`src/logic/sep_pkg.sv`:
```
// shared constants for the eeprom command and protection decoder
package sep_pkg;
  localparam logic [3:0] SEP_TYPE_ARRAY   = 4'ha;
  localparam logic [3:0] SEP_TYPE_PROTECT = 4'h6;
  localparam logic [3:0] SEP_TYPE_THERMAL = 4'h3;
  localparam logic [2:0] SEP_CMD_BLK0     = 3'h1;
  localparam logic [2:0] SEP_CMD_BLK1     = 3'h4;
  localparam logic [2:0] SEP_CMD_BLK2     = 3'h5;
  localparam logic [2:0] SEP_CMD_BLK3     = 3'h0;
  localparam logic [2:0] SEP_CMD_CLEAR    = 3'h3;
  localparam logic [2:0] SEP_CMD_PAGE0    = 3'h6;
  localparam logic [2:0] SEP_CMD_PAGE1    = 3'h7;
  localparam int         SEP_MEM_DEPTH    = 512;
  localparam int         SEP_PAGE_BYTES   = 16;
  localparam logic [7:0] SEP_ERASED       = 8'hff;
  localparam logic [3:0] SEP_BIT_LAST     = 4'h7;
  localparam logic [3:0] SEP_PAGE_LAST    = 4'hf;
  localparam logic [3:0] SEP_PROT_NONE    = 4'h0;
  // program cycle time in microseconds
  localparam int         SEP_TW_US        = 5;
  localparam int         SEP_CLK_MHZ      = 125;
  localparam int         SEP_TW_CYC       = SEP_TW_US * SEP_CLK_MHZ;
  typedef enum logic [2:0] {
    SEP_IDLE = 3'b000,
    SEP_SEL  = 3'b001,
    SEP_ADDR = 3'b010,
    SEP_DATA = 3'b011,
    SEP_ACK  = 3'b100,
    SEP_SKIP = 3'b101
  } sep_state_t;
endpackage

```
`src/logic/sep_eeprom_cmd.sv`:
```
// i2c target: select decode, block protection, page select and byte/page write
`timescale 1ns/100ps
// How it works
// - upper nibble of select byte picks array, protection/page or thermal section.
// - array and thermal selects need select field equal to strap-formed address.
// - protection and page commands ignore the logical bus address entirely.
// - select byte arrives msb first; bit zero is direction, one means read.
// - matching select is acknowledged in ninth bit; mismatch releases bus.
// - set or clear protection only while the high_voltage_level input is high.
// - bits three to one choose block, clear or page command; bit zero set makes it a query.
// - four blocks of 128 bytes, two per page.
// - protection bits are held in storage kept across power cycles.
// - set protects one named block; clear unprotects all four.
// - protection query acks when block is free, nacks when protected.
// - page select chooses lower or upper 256 bytes for later accesses.
// - page select returns to zero after every reset.
// - page query acks on page zero and nacks on page one.
// - don't-care bytes after protection or page commands get ack only while high_voltage_level is high.
// - write: ack select, ack address byte, then take data bytes.
// - programming starts only on stop in the tenth slot right after ack.
// - during programming the memory side ignores the bus; thermal still answers.
// - address counter steps after each written byte, not for protected blocks.
// - data byte to protected block is nacked and memory stays unchanged.
// - up to sixteen bytes latched per page write, one program cycle.
// - array reads as all ones before any programming.
module sep_eeprom_cmd
  import sep_pkg::*;
#(
  parameter int TW_CYCLES = SEP_TW_CYC
) (
  // clock and reset
  input  wire logic       ref_clk,
  input  wire logic       reset,
  // two-wire bus
  input  wire logic       scl_in,
  input  wire logic       sda_in,
  output logic            sda_out,
  output logic            sda_oe,
  // address straps and high voltage level
  input  wire logic       address_strap_zero,
  input  wire logic       address_strap_one,
  input  wire logic       address_strap_two,
  input  wire logic       high_voltage_level,
  // status
  output logic            program_busy,
  output logic            array_page,
  output logic [3:0]      block_protected,
  output logic            thermal_select,
  output logic [7:0]      thermal_byte,
  output logic            thermal_byte_valid
);
  import sep_pkg::*;

  // three-stage pin sync; stage one only feeds stage two
  logic [2:0] scl_s_q, sda_s_q;
  logic       scl_f_q, sda_f_q;
  always_ff @(posedge ref_clk) begin
    if (reset) begin
      scl_s_q <= 3'h7;
      sda_s_q <= 3'h7;
      scl_f_q <= 1'b1;
      sda_f_q <= 1'b1;
    end else begin
      scl_s_q <= {scl_s_q[1:0], scl_in};
      sda_s_q <= {sda_s_q[1:0], sda_in};
      if (scl_s_q[1] == scl_s_q[2]) scl_f_q <= scl_s_q[2];
      if (sda_s_q[1] == sda_s_q[2]) sda_f_q <= sda_s_q[2];
    end
  end
  logic scl_p_q, sda_p_q;
  always_ff @(posedge ref_clk) begin
    if (reset) begin
      scl_p_q <= 1'b1;
      sda_p_q <= 1'b1;
    end else begin
      scl_p_q <= scl_f_q;
      sda_p_q <= sda_f_q;
    end
  end
  wire scl_rise = scl_f_q & ~scl_p_q;
  wire scl_fall = ~scl_f_q & scl_p_q;
  wire start_ev = scl_f_q & scl_p_q & sda_p_q & ~sda_f_q;
  wire stop_ev  = scl_f_q & scl_p_q & ~sda_p_q & sda_f_q;

  // block number from page bit and address bit 7
  function automatic logic [1:0] blk_of(input logic pg, input logic [7:0] a);
    blk_of = {pg, a[7]};
  endfunction
  // block named by a protection command code; valid flag in msb
  function automatic logic [2:0] cmd_blk(input logic [2:0] c);
    case (c)
      SEP_CMD_BLK0: cmd_blk = 3'h4;
      SEP_CMD_BLK1: cmd_blk = 3'h5;
      SEP_CMD_BLK2: cmd_blk = 3'h6;
      SEP_CMD_BLK3: cmd_blk = 3'h7;
      default:      cmd_blk = 3'h0;
    endcase
  endfunction

  wire [2:0] lba = {address_strap_two, address_strap_one, address_strap_zero};

  sep_state_t st_q;
  logic [3:0] bit_q;
  logic [7:0] sh_q;
  logic       ack_q;       // drive ack in coming ninth bit
  logic       rd_q;
  logic [3:0] kind_q;      // type of current select
  logic [2:0] cmd_q;
  logic       from_data_q; // ack slot follows a data byte
  logic       wr_arm_q;    // program on stop
  logic       in_data_q;
  logic [7:0] addr_q;
  logic [7:0] buf_q [SEP_PAGE_BYTES];
  logic [7:0] bufa_q [SEP_PAGE_BYTES];
  logic [4:0] nbuf_q;
  logic [1:0] pend_q;      // 1 set, 2 clear, 3 data program
  logic [2:0] pblk_q;
  logic [$clog2(TW_CYCLES+1)-1:0] tw_q;
  logic       page_q;
  // nonvolatile models: no reset touches them, only their delivered state
  logic [3:0] prot_q = SEP_PROT_NONE;
  logic [7:0] mem_q [SEP_MEM_DEPTH] = '{default: SEP_ERASED};

  wire drop_sel = program_busy & (sh_q[7:4] != SEP_TYPE_THERMAL);
  // block named by the command in the shifter; valid flag in msb
  wire [2:0] sel_blk = cmd_blk(sh_q[3:1]);

  // byte engine: bits in on scl rise, ack on ninth bit
  always_ff @(posedge ref_clk) begin
    if (reset) begin
      st_q <= SEP_IDLE;
      bit_q <= 4'h0;
      sh_q <= 8'h00;
      ack_q <= 1'b0;
      rd_q <= 1'b0;
      kind_q <= 4'h0;
      cmd_q <= 3'h0;
      from_data_q <= 1'b0;
      in_data_q <= 1'b0;
      thermal_byte_valid <= 1'b0;
      thermal_byte <= 8'h00;
    end else begin
      thermal_byte_valid <= 1'b0;
      if (start_ev) begin
        st_q <= SEP_SEL;
        bit_q <= 4'h0;
        in_data_q <= 1'b0;
      end else if (stop_ev) begin
        st_q <= SEP_IDLE;
      end else if (scl_rise && st_q inside {SEP_SEL, SEP_ADDR, SEP_DATA, SEP_SKIP}) begin
        sh_q <= {sh_q[6:0], sda_f_q};
        bit_q <= bit_q + 4'h1;
      end else if (scl_fall && bit_q == 4'h8) begin
        bit_q <= 4'h0;
        st_q <= SEP_ACK;
        ack_q <= 1'b0;
        from_data_q <= (st_q == SEP_DATA); // only data bytes reach the page buffer
        case (st_q)
          SEP_SEL: begin
            kind_q <= sh_q[7:4];
            cmd_q <= sh_q[3:1];
            rd_q <= sh_q[0];
            if (sh_q[7:4] == SEP_TYPE_ARRAY && sh_q[3:1] == lba && !drop_sel)
              ack_q <= 1'b1;
            else if (sh_q[7:4] == SEP_TYPE_THERMAL && sh_q[3:1] == lba)
              ack_q <= 1'b1;
            else if (sh_q[7:4] == SEP_TYPE_PROTECT && !drop_sel) begin
              if (sh_q[0])
                ack_q <= (sh_q[3:1] == SEP_CMD_PAGE0) ? ~page_q
                       : sel_blk[2] & ~prot_q[sel_blk[1:0]];
              else if (sh_q[3:1] == SEP_CMD_PAGE0 || sh_q[3:1] == SEP_CMD_PAGE1)
                ack_q <= 1'b1;
              else if (sel_blk[2] || sh_q[3:1] == SEP_CMD_CLEAR)
                ack_q <= high_voltage_level &
                         ~(sel_blk[2] & prot_q[sel_blk[1:0]]);
            end
          end
          SEP_ADDR: begin
            ack_q <= (kind_q == SEP_TYPE_ARRAY) || (kind_q == SEP_TYPE_THERMAL)
                   || high_voltage_level;
            in_data_q <= 1'b1;
          end
          SEP_DATA: begin
            if (kind_q == SEP_TYPE_ARRAY)
              ack_q <= ~prot_q[blk_of(page_q, addr_q)];
            else if (kind_q == SEP_TYPE_THERMAL) begin
              ack_q <= 1'b1;
              thermal_byte <= sh_q;
              thermal_byte_valid <= 1'b1;
            end else
              ack_q <= high_voltage_level;
          end
          default: ack_q <= 1'b0;
        endcase
      end else if (scl_fall && st_q == SEP_ACK) begin
        if (!ack_q || rd_q) st_q <= SEP_IDLE; // release; reads are out of scope
        else st_q <= in_data_q ? SEP_DATA : SEP_ADDR;
        ack_q <= 1'b0;
      end
    end
  end

  // open-drain ack; only ever pulls low
  always_ff @(posedge ref_clk) begin
    if (reset) sda_oe <= 1'b0;
    else if (scl_fall) sda_oe <= (st_q != SEP_ACK) && (bit_q == 4'h8) ? 1'b0 : sda_oe;
    else if (st_q == SEP_ACK) sda_oe <= ack_q;
    else sda_oe <= 1'b0;
  end
  assign sda_out = 1'b0;

  // address counter and page buffer
  always_ff @(posedge ref_clk) begin
    if (reset) begin
      addr_q <= 8'h00;
      nbuf_q <= 5'h00;
      wr_arm_q <= 1'b0;
    end else if (start_ev) begin
      // a start while programming must not lose the latched page
      if (!program_busy) nbuf_q <= 5'h00;
      wr_arm_q <= 1'b0;
    end else if (scl_fall && st_q == SEP_ACK && ack_q) begin
      if (kind_q == SEP_TYPE_ARRAY && from_data_q && !rd_q) begin
        if (nbuf_q < 5'(SEP_PAGE_BYTES)) begin
          buf_q[nbuf_q[3:0]] <= sh_q;
          bufa_q[nbuf_q[3:0]] <= addr_q;
          nbuf_q <= nbuf_q + 5'h1;
        end
        addr_q <= {addr_q[7:4], addr_q[3:0] + 4'h1};
      end
      wr_arm_q <= 1'b1;
    end else if (scl_fall) begin
      // a stop comes while scl is high, so any later fall means a bit slot
      wr_arm_q <= 1'b0;
    end
    if (!reset && st_q == SEP_ADDR && scl_fall && bit_q == 4'h8 && kind_q == SEP_TYPE_ARRAY)
      addr_q <= sh_q;
  end

  // program cycle: protection bits and array writes; page select applies at once on the stop
  always_ff @(posedge ref_clk) begin
    if (reset) begin
      page_q <= 1'b0;
      pend_q <= 2'h0;
      tw_q <= '0;
      pblk_q <= 3'h0;
    end else begin
      if (tw_q != '0) tw_q <= tw_q - 1'b1;
      // queries and thermal writes never start a program cycle
      if (stop_ev && wr_arm_q && !rd_q && tw_q == '0
          && kind_q inside {SEP_TYPE_PROTECT, SEP_TYPE_ARRAY}) begin
        if (kind_q == SEP_TYPE_PROTECT && cmd_q == SEP_CMD_PAGE0) page_q <= 1'b0;
        else if (kind_q == SEP_TYPE_PROTECT && cmd_q == SEP_CMD_PAGE1) page_q <= 1'b1;
        else begin
          tw_q <= TW_CYCLES[$bits(tw_q)-1:0];
          if (kind_q == SEP_TYPE_PROTECT && cmd_q == SEP_CMD_CLEAR) pend_q <= 2'h2;
          else if (kind_q == SEP_TYPE_PROTECT) begin
            pend_q <= 2'h1;
            pblk_q <= cmd_blk(cmd_q);
          end else if (kind_q == SEP_TYPE_ARRAY) pend_q <= 2'h3;
        end
      end
      if (tw_q == 1) begin
        case (pend_q)
          2'h1: prot_q[pblk_q[1:0]] <= 1'b1;
          2'h2: prot_q <= SEP_PROT_NONE;
          2'h3: for (int i = 0; i < SEP_PAGE_BYTES; i++)
            if (5'(i) < nbuf_q) mem_q[{page_q, bufa_q[i]}] <= buf_q[i];
          default: ;
        endcase
        pend_q <= 2'h0;
      end
    end
  end

  assign program_busy    = (tw_q != '0);
  assign array_page      = page_q;
  assign block_protected = prot_q;
  assign thermal_select  = (kind_q == SEP_TYPE_THERMAL) && (st_q != SEP_IDLE);

  // tenth-slot stop is the only programming trigger
  a_prog_start_slot: assert property (@(posedge ref_clk) disable iff (reset)
    $rose(program_busy) |-> $past(stop_ev) && $past(wr_arm_q))
    else $error("program cycle began without a tenth-slot stop");
  a_page_query_ack: assert property (@(posedge ref_clk) disable iff (reset)
    (scl_fall && bit_q == 4'h8 && st_q == SEP_SEL && sh_q == {SEP_TYPE_PROTECT, SEP_CMD_PAGE0, 1'b1}
     && !program_busy) |=> ack_q == ~page_q)
    else $error("page query answer wrong");
  a_no_prot_novhv: assert property (@(posedge ref_clk) disable iff (reset)
    (scl_fall && bit_q == 4'h8 && st_q == SEP_SEL && sh_q[7:4] == SEP_TYPE_PROTECT && !sh_q[0]
     && sh_q[3:1] == SEP_CMD_CLEAR && !high_voltage_level) |=> !ack_q)
    else $error("clear accepted without high voltage");
  a_busy_no_array: assert property (@(posedge ref_clk) disable iff (reset)
    (scl_fall && bit_q == 4'h8 && st_q == SEP_SEL && program_busy
     && sh_q[7:4] == SEP_TYPE_ARRAY) |=> !ack_q)
    else $error("array answered while programming");
  a_addr_mismatch: assert property (@(posedge ref_clk) disable iff (reset)
    (scl_fall && bit_q == 4'h8 && st_q == SEP_SEL && sh_q[7:4] == SEP_TYPE_ARRAY
     && sh_q[3:1] != lba) |=> !ack_q)
    else $error("array acked foreign address");
  a_prot_data_nack: assert property (@(posedge ref_clk) disable iff (reset)
    (scl_fall && bit_q == 4'h8 && st_q == SEP_DATA && kind_q == SEP_TYPE_ARRAY
     && prot_q[blk_of(page_q, addr_q)]) |=> !ack_q)
    else $error("protected byte acknowledged");
  a_busy_length: assert property (@(posedge ref_clk) disable iff (reset)
    $rose(program_busy) |-> program_busy [*8])
    else $error("program cycle ended early");
  a_page_stable: assert property (@(posedge ref_clk) disable iff (reset)
    !stop_ev |=> $stable(page_q))
    else $error("page changed without a stop");
endmodule // sep_eeprom_cmd

```
`config.mk`:
```
export PLATFORM = sky130hd
export DESIGN_NAME = sep_eeprom_cmd
export DESIGN_NICKNAME = d
export VERILOG_FILES = /design/src/logic/sep_pkg.sv /design/src/logic/sep_eeprom_cmd.sv
export SDC_FILE = /design/constraint.sdc
export NUM_CORES = 1
export LEC_CHECK = 0
export BUFFER_PORTS_ARGS = -buffer_cell sky130_fd_sc_hd__buf_4
export CORE_UTILIZATION = 30
export CTS_CLUSTER_SIZE = 16
export DETAILED_ROUTE_END_ITERATION = 7
export PLACE_DENSITY = 0.49
export SKIP_CTS_REPAIR_TIMING = 1
export SYNTH_ARGS = -nofsm -noshare
export SYNTH_HDL_FRONTEND = slang
export SYNTH_SLANG_ARGS = --single-unit
export TNS_END_PERCENT = 1
```
`constraint.sdc`:
```
create_clock -name ref_clk -period 2.4 [get_ports ref_clk]
set_clock_uncertainty 0.15 [all_clocks]
set_input_delay 0.72 -clock ref_clk [delete_from_list [all_inputs] [get_ports ref_clk]]
set_output_delay 0.72 -clock ref_clk [all_outputs]
set_load 0.005 [all_outputs]
```
==> impl_metrics.csv <==
group,metric,value,unit
critical_path,slowest_delay,0.52,ns
yosys,share_of_the_yosys_chip_area_belonging_to_registers,45.7,%
routing,drt_iter0_drc,83,
die,coreArea,0.00973,mm^2
global_routing,grt_total_ovfl,0,
sta,max_freq,395,MHz
yosys,yosysWarnings,0,
critical_path,setup_crit_start_kind,"register",
finish,finalCoreUtilization,37.5,%
yosys,postSynth.asyncResetShare,0,%
critical_path,timing.critical_path.cells,"or4_4 > or3_4 > buf_6",
yosys,post_synth_main_area_contributors,"sky130_fd_sc_hd__dfxtp_1 (41%), sky130_fd_sc_hd__mux2i_1 (6.0%), sky130_fd_sc_hd__a21oi_1 (5.2%)",
sta,tns,-0.130,ns
critical_path,critical_path_class,"register to output pin",
sta,worst_hold_slack,0.263,ns
hold_path,hold_path_startpoint,"scl_s_q[0]$_SDFF_PP1_",
die,floorplan.io_pins,26,
placed_design,port_buffers,24,
yosys,yosysTopAreaCell,"sky130_fd_sc_hd__dfxtp_1",
yosys,syn_area,0.00300,mm^2
power_and_ir_drop,leakagePower,1.33,nW
placed_design,gp_congestion,0.805,
clocking,clock_tree.htree_level_count,3,
finish,final_net_count,374,
yosys,synth_fp_nets,344,
routing,ant_nets,0,
clocking,tritoncts,"done",
sta,final-setup-viol-count,1,
outcome,outcome,"complete, but fails checks",
yosys,postSynthRegisterBits,66,
critical_path,critical_path_required,1.53,ns
clocking,insertion_delay,0.34,ns
global_routing,grt_pass1_vias,2333,
finish,fill_cell_total_of_the_finished_layout,1019,
critical_path,critPathCaptureType,"output pin",
yosys,top_reg_cell_synth,"sky130_fd_sc_hd__dfxtp_1",
sta,final.period_utilization,105,%
sta,tightestPinTransition,0.534,ns
global_routing,grt_start_max_net_pins,48,
sta,grt_setup_unrepaired,"true",
sta,worst_slack,-0.130,ns
critical_path,ff2ff_path_depth,6,
hold_path,holdPathEnd,"scl_s_q[1]$_SDFF_PP1_",
global_routing,grt_pass1_wl,11500,um
outcome,failed_checks,"setup timing",
placed_design,detailed_place_hpwl,4680,um
routing,routed_length_on_met1,3150,um
die,die_footprint,0.0104,mm^2
clocking,cts_inserted_buffers,9,
critical_path,cp_data_arrival_time,1.66,ns
routing,routed.top_layer,"met4",
die,chip_height,102,um
run,maxcap_viol_count,0,
global_routing,track_usage,14.6,%
routing,totalWireLength,6750,um
critical_path,rr_startpoint,"tw_q[4]$_SDFF_PP0_",
placed_design,placed_cells_incl_taps,482,
critical_path,timing.critical_path.fanout_max,3,
yosys,syn_area_per_cell,9.06,um^2
yosys,number_of_enable_type_register_cells_in_the_synthesized_netlist,5,
die,dieWidth,102,um
power_and_ir_drop,vdd.ir_drop.worst,0.500,mV
finish,post_route_cells_drive_above_1_share,21.0,%
finish,seq_area,0.00137,mm^2
yosys,most_instantiated_cells_after_synthesis,"sky130_fd_sc_hd__dfxtp_1 (61), sky130_fd_sc_hd__nor2_1 (36), sky130_fd_sc_hd__a21oi_1 (31)",
sta,timing_hold_violations_final,0,
routing,met3_wirelength,255,um
routing,met2_routed_wl,3260,um
routing,drc,0,
critical_path,worst_path_max_delay_cell,"sky130_fd_sc_hd__or4_4",
yosys,yosys.area.top_type_share,40.7,%
die,row_count,36,
yosys,synth_cells,331,
hold_path,holdCritPathClass,"register to register",
finish,antenna_cells,0,
finish,post-route-cell-area,0.00365,mm^2
routing,route.detailed.wl_per_inst,13.5,um
sta,slew_viol_final,0,
yosys,synth_most_common_cell,"sky130_fd_sc_hd__dfxtp_1",
die,initial_utilization,30.8,%
global_routing,antenna_found_initial,0,
power_and_ir_drop,power_per_cell_area,765,mW/mm^2
sta,timing.final.crit_period,2.53,ns
placed_design,placedInstanceArea,0.00337,mm^2
routing,vias_per_cell,4.76,
finish,final-instance-count-excl-fill,499,
clocking,clock_sinks,66,
yosys,netlist-cell-type-count,53,
sta,maxSlewHeadroom,64.2,%
critical_path,reg2reg_to,"pblk_q[1]$_SDFFE_PP0P_",
critical_path,flop2flop_setup_slack,0.01,ns
hold_path,min_delay_path_depth,1,
finish,syn2layout_area_growth,21.5,%
clocking,cts_root_buf,"sky130_fd_sc_hd__clkbuf_8",
clocking,cts_buffer_depth,2,
routing,dr_total_vias,2377,
routing,drt_first_pass_iters,4,
clocking,clkSlewWorstSetupHoldPaths,0.07,ns
finish,multi_input_comb_area,0.00156,mm^2
==> stage by stage <==
step / worst slack, ns / power, mW
finish: -0.130 / 2.79
global route: -0.190 / 2.97
CTS: -0.268 / 2.78
detailed placement: 0.00273 / 1.74
global placement: 0.00713 / 1.74
floorplan: 0.0277 / 1.59
==> critical path, delay by kind of cell (launching register included) <==
kind                   cells  cell delay [ns]
buffers and inverters      1             0.13
flip-flops                 1             0.32
AND/OR/NAND/NOR            2             0.87
==> cell usage in the layout, fill, tap and decap left out, types with 6 or more instances in the layout <==
cell                       instances
sky130_fd_sc_hd__xor2_1            6
sky130_fd_sc_hd__nand2b_1          7
sky130_fd_sc_hd__xnor2_1           7
sky130_fd_sc_hd__dfxtp_1          59
sky130_fd_sc_hd__nor2b_1           6
sky130_fd_sc_hd__buf_4            38
sky130_fd_sc_hd__a21oi_1          31
sky130_fd_sc_hd__o21ai_0           6
sky130_fd_sc_hd__nand2_1          27
sky130_fd_sc_hd__nor3_1           12
sky130_fd_sc_hd__or2_2            10
sky130_fd_sc_hd__clkbuf_8         13
sky130_fd_sc_hd__mux2i_1          18
sky130_fd_sc_hd__inv_1             9
sky130_fd_sc_hd__nor2_1           36
==> report_power, final <==
| group | switching [mW] | internal, mW | total, mW |
|---|---|---|---|
| combinational | 0.274 | 0.291 | 0.565 |
| clock | 0.414 | 0.595 | 1.01 |
| sequential | 0.0467 | 1.17 | 1.22 |
| total | 0.735 | 2.06 | 2.79 |
==> final cells by class <==
type | instances | share of cell area (%)
clock inverter | 1 | 0.824
timing repair buffer | 39 | 8.13
sequential | 66 | 37.7
inverter | 9 | 0.927
clock buffer | 15 | 5.11
tap | 133 | 4.56
multi-input combinational | 236 | 42.8
==> flip-flops by register name (all words and copies together) (netlist names), 2 cells and up <==
register	count
tw_q	10
sh_q	8
thermal_byte	8
bit_q	4
block_protected	4
kind_q	4
cmd_q	3
scl_s_q	3
sda_s_q	3
st_q	3
pblk_q	2
pend_q	2
==> per-layer routing <==
layer  track usage (%)  vias up
li1                  -     1224
met2              24.0       23
met1              18.1     1122
met3              5.13        8
met5                 0        -
met4              4.29        0
==> worst max-delay path by stage <==
stage | slack, ns | end | depth (start not counted) | startpoint
after floorplan | 0.03 | block_protected[0]$_SDFFCE_PN0P_ | 4 | tw_q[4]$_SDFF_PP0_
after global placement | 0.007 | block_protected[0]$_SDFFCE_PN0P_ | 6 | tw_q[6]$_SDFF_PP0_
after detailed placement | 0.003 | block_protected[1]$_SDFFCE_PN0P_ | 6 | tw_q[6]$_SDFF_PP0_
after CTS | -0.27 | program_busy | 3 | tw_q[6]$_SDFF_PP0_
after global routing | -0.19 | program_busy | 3 | tw_q[4]$_SDFF_PP0_
final | -0.13 | program_busy | 3 | tw_q[4]$_SDFF_PP0_
==> cell families after synthesis <==
group / count (synthesis) / synth area share (%)
muxes: 20 / 7.13
buffers and inverters: 29 / 3.84
AOI/OAI and AO/OA: 62 / 13.1
xor gates and xnor gates: 13 / 3.79
other: 1 / 0.125
adders and majority gates: 5 / 2.09
and+or+nand+nor: 135 / 24.3
DFF: 66 / 45.7
Power figures use the tool's default switching activity.
